File: src/include/efr_pkg.sv
// Constants and types of the extended function register bridge
// Behaviour
// - Every output register captures on the rising clock edge; the asynchronous active-low reset clears all but the ramp length, which loads 2048.
// - Volume slew code 0, 1 and 2 select ramp lengths of 2048, 4096 and 8192 steps.
// - Bit 10 of the DSP RAM address picks coefficient memory or data memory.
// - The 54-bit DSP result is read as byte registers, the top one holding bits 53 to 48.
// - Reading a result byte returns the live DSP output lines with no holding register.
// - The microcontroller drives a 54-bit word to the DSP through byte registers, the top one bits 53 to 48.
// - A two-register address, upper register bits 13 to 8, sets the DSP RAM location of the next transfer.
// - A 4-bit register drives the delay memory select lines.
// - The delay memory address is an 8-bit low register and a 5-bit high register.
// - A 3-bit register names the volume channel the volume settings apply to.
// - An 8-bit register carries the serial bit clock configuration field to the clock block.
package efr_pkg;

  localparam int ADDR_W = 8;
  localparam int DATA_W = 8;
  localparam int WORD_W = 54;
  localparam int RAM_ADDR_W = 14;
  localparam int DLY_ADDR_W = 13;
  localparam int RAMP_W = 14;

  localparam logic [7:0] OFF_BCLK = 8'ha2;
  localparam logic [7:0] OFF_DSEL = 8'ha3;
  localparam logic [7:0] OFF_DLO = 8'ha4;
  localparam logic [7:0] OFF_DHI = 8'ha5;
  localparam logic [7:0] OFF_SLEW = 8'ha6;
  localparam logic [7:0] OFF_CHAN = 8'ha7;
  localparam logic [7:0] OFF_VAUX = 8'ha9;
  localparam logic [7:0] OFF_VCA = 8'haa;
  localparam logic [7:0] OFF_VCB = 8'hab;
  localparam logic [7:0] OFF_VCC = 8'hac;
  localparam logic [7:0] OFF_RES0 = 8'had;
  localparam logic [7:0] OFF_RES1 = 8'hae;
  localparam logic [7:0] OFF_RES2 = 8'haf;
  localparam logic [7:0] OFF_RES3 = 8'hb1;
  localparam logic [7:0] OFF_RES4 = 8'hb2;
  localparam logic [7:0] OFF_RES5 = 8'hb0;
  localparam logic [7:0] OFF_RES6 = 8'hb8;
  localparam logic [7:0] OFF_WR0 = 8'hb3;
  localparam logic [7:0] OFF_WR1 = 8'hb4;
  localparam logic [7:0] OFF_WR2 = 8'hb5;
  localparam logic [7:0] OFF_WR3 = 8'hb6;
  localparam logic [7:0] OFF_WR4 = 8'hb7;
  localparam logic [7:0] OFF_WR5 = 8'hb9;
  localparam logic [7:0] OFF_WR6 = 8'hba;
  localparam logic [7:0] OFF_RLO = 8'hbb;
  localparam logic [7:0] OFF_RHI = 8'hbc;

  localparam int MEM_SEL_BIT = 10;
  localparam logic [7:0] RST_VAL = 8'h00;

  localparam logic [RAMP_W-1:0] RAMP_CODE0 = 14'h0800;
  localparam logic [RAMP_W-1:0] RAMP_CODE1 = 14'h1000;
  localparam logic [RAMP_W-1:0] RAMP_CODE2 = 14'h2000;

  typedef struct packed {
    logic [3:0] sel;
    logic [DLY_ADDR_W-1:0] addr;
  } efr_dly_type;

  typedef struct packed {
    logic [1:0] slew;
    logic [RAMP_W-1:0] ramp_len;
    logic [2:0] chan;
    logic [7:0] aux;
    logic [19:0] coeff;
  } efr_vol_type;

  typedef struct packed {
    logic [WORD_W-1:0] word;
    logic [RAM_ADDR_W-1:0] addr;
    logic coef_sel;
  } efr_dsp_type;

endpackage

File: src/rtl/efr_bridge.sv
// Extended function register bank between the microcontroller and the audio DSP
`timescale 1ns/1ps

module efr_bridge
  import efr_pkg::*;
(
  input wire logic core_clk_i,
  input wire logic rstn_i,
  input wire logic [ADDR_W-1:0] sfr_addr_i,
  input wire logic sfr_wr_i,
  input wire logic [DATA_W-1:0] sfr_wdata_i,
  input wire logic sfr_rd_i,
  output logic [DATA_W-1:0] sfr_rdata_o,
  input wire logic [WORD_W-1:0] dsp_result_word_i,
  output logic [7:0] bit_clock_config_o,
  output efr_dly_type dly_o,
  output efr_vol_type vol_o,
  output efr_dsp_type dsp_o
);

  ////////////////////////////////////////////////////////////////////////////
  // Helpers

  function automatic logic hit(input logic [7:0] a, input logic [7:0] off);
    hit = (a == off);
  endfunction

  function automatic logic [RAMP_W-1:0] ramp_len(input logic [1:0] code);
    case (code)
      2'h0: ramp_len = RAMP_CODE0;
      2'h1: ramp_len = RAMP_CODE1;
      2'h2: ramp_len = RAMP_CODE2;
      default: ramp_len = RAMP_CODE2;
    endcase
  endfunction

  logic wr_bclk;
  logic wr_dsel;
  logic wr_dlo;
  logic wr_dhi;
  logic wr_slew;
  logic wr_chan;
  logic wr_vaux;
  logic wr_vca;
  logic wr_vcb;
  logic wr_vcc;
  logic wr_rlo;
  logic wr_rhi;
  logic [6:0] wr_word;

  assign wr_bclk = sfr_wr_i && hit(sfr_addr_i, OFF_BCLK);
  assign wr_dsel = sfr_wr_i && hit(sfr_addr_i, OFF_DSEL);
  assign wr_dlo = sfr_wr_i && hit(sfr_addr_i, OFF_DLO);
  assign wr_dhi = sfr_wr_i && hit(sfr_addr_i, OFF_DHI);
  assign wr_slew = sfr_wr_i && hit(sfr_addr_i, OFF_SLEW);
  assign wr_chan = sfr_wr_i && hit(sfr_addr_i, OFF_CHAN);
  assign wr_vaux = sfr_wr_i && hit(sfr_addr_i, OFF_VAUX);
  assign wr_vca = sfr_wr_i && hit(sfr_addr_i, OFF_VCA);
  assign wr_vcb = sfr_wr_i && hit(sfr_addr_i, OFF_VCB);
  assign wr_vcc = sfr_wr_i && hit(sfr_addr_i, OFF_VCC);
  assign wr_rlo = sfr_wr_i && hit(sfr_addr_i, OFF_RLO);
  assign wr_rhi = sfr_wr_i && hit(sfr_addr_i, OFF_RHI);
  assign wr_word[0] = sfr_wr_i && hit(sfr_addr_i, OFF_WR0);
  assign wr_word[1] = sfr_wr_i && hit(sfr_addr_i, OFF_WR1);
  assign wr_word[2] = sfr_wr_i && hit(sfr_addr_i, OFF_WR2);
  assign wr_word[3] = sfr_wr_i && hit(sfr_addr_i, OFF_WR3);
  assign wr_word[4] = sfr_wr_i && hit(sfr_addr_i, OFF_WR4);
  assign wr_word[5] = sfr_wr_i && hit(sfr_addr_i, OFF_WR5);
  assign wr_word[6] = sfr_wr_i && hit(sfr_addr_i, OFF_WR6);

  ////////////////////////////////////////////////////////////////////////////
  // Clock block field

  logic [7:0] bclk_ff;

  always_ff @(posedge core_clk_i or negedge rstn_i) begin
    if (!rstn_i) begin
      bclk_ff <= RST_VAL;
    end else if (wr_bclk) begin
      bclk_ff <= sfr_wdata_i;
    end
  end

  ////////////////////////////////////////////////////////////////////////////
  // Delay memory select and address

  logic [3:0] dsel_ff;
  logic [7:0] dlo_ff;
  logic [4:0] dhi_ff;

  always_ff @(posedge core_clk_i or negedge rstn_i) begin
    if (!rstn_i) begin
      dsel_ff <= 4'h0;
      dlo_ff <= RST_VAL;
      dhi_ff <= 5'h00;
    end else begin
      if (wr_dsel) begin
        dsel_ff <= sfr_wdata_i[3:0];
      end
      if (wr_dlo) begin
        dlo_ff <= sfr_wdata_i;
      end
      if (wr_dhi) begin
        dhi_ff <= sfr_wdata_i[4:0];
      end
    end
  end

  ////////////////////////////////////////////////////////////////////////////
  // Volume controls

  logic [1:0] slew_ff;
  logic [RAMP_W-1:0] ramp_ff;
  logic [2:0] chan_ff;
  logic [7:0] vaux_ff;
  logic [7:0] vca_ff;
  logic [7:0] vcb_ff;
  logic [3:0] vcc_ff;

  always_ff @(posedge core_clk_i or negedge rstn_i) begin
    if (!rstn_i) begin
      slew_ff <= 2'h0;
      ramp_ff <= RAMP_CODE0;
    end else if (wr_slew) begin
      slew_ff <= sfr_wdata_i[1:0];
      ramp_ff <= ramp_len(sfr_wdata_i[1:0]);
    end
  end

  always_ff @(posedge core_clk_i or negedge rstn_i) begin
    if (!rstn_i) begin
      chan_ff <= 3'h0;
      vaux_ff <= RST_VAL;
      vca_ff <= RST_VAL;
      vcb_ff <= RST_VAL;
      vcc_ff <= 4'h0;
    end else begin
      if (wr_chan) begin
        chan_ff <= sfr_wdata_i[2:0];
      end
      if (wr_vaux) begin
        vaux_ff <= sfr_wdata_i;
      end
      if (wr_vca) begin
        vca_ff <= sfr_wdata_i;
      end
      if (wr_vcb) begin
        vcb_ff <= sfr_wdata_i;
      end
      if (wr_vcc) begin
        vcc_ff <= sfr_wdata_i[3:0];
      end
    end
  end

  ////////////////////////////////////////////////////////////////////////////
  // Word and RAM address toward the DSP

  logic [7:0] wbyte_ff [7];
  logic [7:0] rlo_ff;
  logic [7:0] rhi_ff;

  always_ff @(posedge core_clk_i or negedge rstn_i) begin
    if (!rstn_i) begin
      for (int i = 0; i < 7; i++) begin
        wbyte_ff[i] <= RST_VAL;
      end
    end else begin
      for (int i = 0; i < 7; i++) begin
        if (wr_word[i]) begin
          wbyte_ff[i] <= sfr_wdata_i;
        end
      end
    end
  end

  always_ff @(posedge core_clk_i or negedge rstn_i) begin
    if (!rstn_i) begin
      rlo_ff <= RST_VAL;
      rhi_ff <= RST_VAL;
    end else begin
      if (wr_rlo) begin
        rlo_ff <= sfr_wdata_i;
      end
      if (wr_rhi) begin
        rhi_ff <= sfr_wdata_i;
      end
    end
  end

  ////////////////////////////////////////////////////////////////////////////
  // Outputs

  logic [RAM_ADDR_W-1:0] ram_addr;

  assign ram_addr = {rhi_ff[5:0], rlo_ff};
  assign bit_clock_config_o = bclk_ff;
  assign dly_o.sel = dsel_ff;
  assign dly_o.addr = {dhi_ff, dlo_ff};
  assign vol_o.slew = slew_ff;
  assign vol_o.ramp_len = ramp_ff;
  assign vol_o.chan = chan_ff;
  assign vol_o.aux = vaux_ff;
  assign vol_o.coeff = {vcc_ff, vcb_ff, vca_ff};
  assign dsp_o.word = {wbyte_ff[6][5:0], wbyte_ff[5], wbyte_ff[4], wbyte_ff[3],
                       wbyte_ff[2], wbyte_ff[1], wbyte_ff[0]};
  assign dsp_o.addr = ram_addr;
  assign dsp_o.coef_sel = ram_addr[MEM_SEL_BIT];

  ////////////////////////////////////////////////////////////////////////////
  // Read path, result bytes from live DSP lines with no holding register

  always_comb begin
    sfr_rdata_o = 8'h00;
    if (sfr_rd_i) begin
      case (sfr_addr_i)
        OFF_BCLK: sfr_rdata_o = bclk_ff;
        OFF_DSEL: sfr_rdata_o = {4'h0, dsel_ff};
        OFF_DLO: sfr_rdata_o = dlo_ff;
        OFF_DHI: sfr_rdata_o = {3'h0, dhi_ff};
        OFF_SLEW: sfr_rdata_o = {6'h00, slew_ff};
        OFF_CHAN: sfr_rdata_o = {5'h00, chan_ff};
        OFF_VAUX: sfr_rdata_o = vaux_ff;
        OFF_VCA: sfr_rdata_o = vca_ff;
        OFF_VCB: sfr_rdata_o = vcb_ff;
        OFF_VCC: sfr_rdata_o = {4'h0, vcc_ff};
        OFF_RES0: sfr_rdata_o = dsp_result_word_i[7:0];
        OFF_RES1: sfr_rdata_o = dsp_result_word_i[15:8];
        OFF_RES2: sfr_rdata_o = dsp_result_word_i[23:16];
        OFF_RES3: sfr_rdata_o = dsp_result_word_i[31:24];
        OFF_RES4: sfr_rdata_o = dsp_result_word_i[39:32];
        OFF_RES5: sfr_rdata_o = dsp_result_word_i[47:40];
        OFF_RES6: sfr_rdata_o = {2'h0, dsp_result_word_i[53:48]};
        OFF_WR0: sfr_rdata_o = wbyte_ff[0];
        OFF_WR1: sfr_rdata_o = wbyte_ff[1];
        OFF_WR2: sfr_rdata_o = wbyte_ff[2];
        OFF_WR3: sfr_rdata_o = wbyte_ff[3];
        OFF_WR4: sfr_rdata_o = wbyte_ff[4];
        OFF_WR5: sfr_rdata_o = wbyte_ff[5];
        OFF_WR6: sfr_rdata_o = wbyte_ff[6];
        OFF_RLO: sfr_rdata_o = rlo_ff;
        OFF_RHI: sfr_rdata_o = rhi_ff;
        default: sfr_rdata_o = 8'h00;
      endcase
    end
  end
endmodule

File: config.mk
export PLATFORM = sky130hd
export DESIGN_NAME = efr_bridge
export DESIGN_NICKNAME = d
export VERILOG_FILES = /design/src/include/efr_pkg.sv /design/src/rtl/efr_bridge.sv
export SDC_FILE = /design/constraint.sdc
export NUM_CORES = 1
export LEC_CHECK = 0
export CAP_MARGIN = 5
export CORE_UTILIZATION = 25
export DETAILED_ROUTE_END_ITERATION = 6
export DONT_BUFFER_PORTS = 1
export GPL_TIMING_DRIVEN = 0
export PLACE_DENSITY = 0.4
export SETUP_SLACK_MARGIN = 0.5
export SYNTH_ARGS = -nofsm -noshare
export SYNTH_HDL_FRONTEND = slang
export SYNTH_SLANG_ARGS = --single-unit
File: constraint.sdc
create_clock -name core_clk_i -period 3.45 [get_ports core_clk_i]
set_input_delay 1.035 -clock core_clk_i [delete_from_list [all_inputs] [get_ports core_clk_i]]
set_output_delay 1.035 -clock core_clk_i [all_outputs]
set_load 0.02 [all_outputs]
==> summary.md <==
| Metric | Value |
|---|---|
| Status | finished with violations |
| Failing checks | negative setup slack |
| H-tree lvl count | 4 |
| Die width | 178 microns |
| HP Class | primary input to async pin |
| Final min period | between 3000 and 4000 ps |
| Core area | 30,000 sq um |
| Avg Cell Area, Syn | 11.6 sq um |
| Register area share after synthesis | between 40% and 50% |
| Met2 wire length | 16,300 microns |
| Final Non-Filler Cells | ~1,100 |
| Routability cong. | slightly below 0.9 |
| Longest Clk Path Bufs | 2 |
| # rows | 63 |
| Clk_skew | 0 ps |
| Final cycle utilization of the critical path | 105% |
| RSZ-0062 raised after global routing | yes |
| CP Launch Point | sfr_addr_i[2] |
| Hold-fix buffers at CTS | 0 |
| Routed wl met3 | 3620 microns |
| Clock transition at path regs | around 60 ps |
| GRT Residual Overflow | 0 |
| Detailed-route vias per instance | 5.42 |
| Initial Util | 25.7% |
| Pre-CTS setup slack | -862 ps |
| Slew headroom | 37.5% |
| Clock buffer count from CTS | 17 |
| Die area | ~32,000 sq um |
| Worst-Margin Slew | 937 ps |
| Maxcap violations | 0 |
| Dpl hpwl | 25,900 microns |
| Synth Warn # | 0 |
| Post-synth cell types | 69 |
| Critical Path Start Type | primary input |
| Fill count | between 3,000 and 4,000 |
| Vias after detailed routing | 6,093 |
| Top sig layer | met5 |
| Routed wire per std cell | 31.3 microns |
| Pin count of the biggest net entering global routing | 134 |
| Gr usage total | 22.5% |
| Final #Nets | 793 |
| Wl on met1 | 14,100 microns |
| Vias in the first global route | 6,164 |
| Ys flop type | dfrtp_1 |
| Leak pwr | 4.33 nW |
| Async S/R FF share, synth | 100% |
| Antenna violations before repair | 7 |
| Final setup margin | -180 ps |
| Antenna-violating nets left | 0 |
| I/O pin count | 223 |
| CTS Sinks | 133 |
| CP Class | primary input to output pin |
| Layout cell share with drive strength beyond 1 | 55.5% |
| Clock root buffer | clkbuf_16 |
| Critical Path RT | 2410 ps |
| Setup TNS Final | -1070 ps |
| Placed insts | 1,065 |
| Path depth of the worst reg2reg path | 1 |
| Arr. time, crit path | 2600 ps |
| Mapped Cells | 665 |
| Final hold vios | 0 |
| Wirelength, routed | 35,200 microns |
| DRT Pass-1 Iters | 5 |
| Worst-path fanout max | 7 |
| First-pass GRT wire length | 49,000 microns |
| Power Density | 424 nW/um^2 |
| Overall Power | 4.15 mW |
| Post-route cell area | 9790 sq um |
| RR Startpoint | dlo_ff[3] |
| Worst vdd ir | 0.000201 V |
| Synthesized flop and latch total | 133 |
| Critical Path End Type | output pin |
| Layout area overhead | 27.0% |
| Number of remaining DRC errors | 0 |
| Die Y | 178 microns |
| Reg2Reg Capture Point | dlo_ff[3] |
| Final Slew Violations | 0 |
| Placed instance area | 8360 sq um |
| CTS tree | done |
| Port Buf Inserts | 0 |
| Insertion delay to the later sink of the worst-skew pair | roughly 430 ps |
| Cell area after synthesis | 7710 sq um |
| Number of synthesized flops with an enable pin | 0 |
| F_max | 275 MHz |
| Starting DRT DRC Count | 517 |
| R2R setup slack | 2490 ps |
| Final setup viols | 8 |
==> worst max-delay path: stages <==
cell      delay, ps
buf_16          130
buf_8           150
inv_4            80
nor3_4           50
buf_4           150
a22o_1          200
a222oi_1        550
a31oi_4         230
==> layout by cell type (no fill, tap or decap), types with 11 or more instances in the layout <==
master	count
buf_6	20
conb_1	11
nand2_1	25
nand3_1	18
mux2i_1	11
buf_4	94
dfrtp_1	132
clkbuf_16	17
mux2_2	147
clkbuf_1	14
==> cell type report <==
type	count	area, sq um	area share [%]
sequential	133	3330	34.0
tap	390	488	4.99
inverter	3	18.8	0.192
clock buffer	24	492	5.02
antenna	2	5.00	0.0511
buffer	120	1010	10.4
timing repair buffer	25	251	2.57
multi-input combinational	419	4090	41.8
clock inverter	8	97.6	0.997
==> stage by stage <==
step / hold WS [ps] / util (%)
floorplan: 477 / -
global placement: 486 / 27.9
detailed placement: 502 / 27.9
CTS: 282 / 32.1
global route: 279 / 32.7
finish: 303 / 32.7
==> layer usage <==
layer / global-route usage [%] / vias up
met4: 8.01 / 8
met5: 0 / -
met1: 28.7 / 3166
li1: - / 2521
met2: 34.9 / 340
met3: 8.08 / 58
==> worst max-delay path by stage <==
stage,slack [ps],endpoint
6_report,-180,sfr_rdata_o[3]
5_1_grt,-190,sfr_rdata_o[3]
4_1_cts,-190,sfr_rdata_o[3]
3_5_place_dp,-860,sfr_rdata_o[2]
3_3_place_gp,-890,sfr_rdata_o[2]
2_1_floorplan,-20,sfr_rdata_o[0]
==> sequential cells by signal, indices dropped and copies added (netlist names), 8 cells and up <==
| name | flops |
|---|---|
| dsp_o | 54 |
| dlo_ff | 8 |
| rlo_ff | 8 |
| vca_ff | 8 |
| vcb_ff | 8 |
| vaux_ff | 8 |
| bit_clock_config_o | 8 |
| rhi_ff | 8 |
==> what timing repair did <==
action                     4_1_cts  5_1_grt
pin swaps                       24       16
cloned                           1        0
setup endpoints to repair        8        8
resized for setup              113       31
buffers inserted                21        3
==> cells in the mapped netlist, types with 3 or more instances <==
library cell / instances / area (sq um)
nand2b_1: 6 / 37.5
o22ai_1: 6 / 37.5
nor2b_1: 8 / 50.1
nor4_1: 6 / 37.5
buf_6: 5 / 56.3
mux2i_1: 14 / 140
a221o_1: 3 / 30.0
buf_2: 19 / 95.1
nand3_2: 3 / 30.0
mux2_2: 148 / 1670
nand3_1: 18 / 90.1
a22o_1: 7 / 61.3
a31oi_1: 9 / 56.3
a221oi_1: 5 / 43.8
a211oi_1: 4 / 30.0
nor2_1: 7 / 26.3
o2bb2ai_1: 3 / 26.3
a21oi_1: 11 / 55.1
a32oi_1: 6 / 52.6
o211ai_1: 3 / 22.5
nor3b_1: 4 / 30.0
dfrtp_1: 132 / 3300
nor3_1: 5 / 25.0
nand2_1: 27 / 101
clkbuf_1: 18 / 67.6
o31ai_1: 4 / 30.0
mux4_2: 3 / 67.6
a32o_1: 5 / 50.1
nor2_2: 8 / 50.1
nand4_1: 7 / 43.8
o21ai_0: 9 / 45.0
a22oi_1: 15 / 113
and3_1: 10 / 62.6
buf_4: 78 / 586
==> power by group <==
| group | leakage (nW) | switching (mW) | total, mW | internal (mW) |
|---|---|---|---|---|
| clock network | 0.282 | 0.712 | 1.85 | 1.14 |
| registers | 1.83 | 0.139 | 1.77 | 1.63 |
| logic | 2.22 | 0.296 | 0.524 | 0.228 |
==> logic make-up after synthesis <==
group,after synthesis,share of synthesized area [%]
other,1,0.0486
flip-flops,133,43.2
AND/OR/NAND/NOR,138,11.6
multiplexers,166,24.5
buffers and inverters,123,10.6
AO/OA/AOI/OAI,104,10.2
No activity file was read; power rests on OpenSTA's default activity.
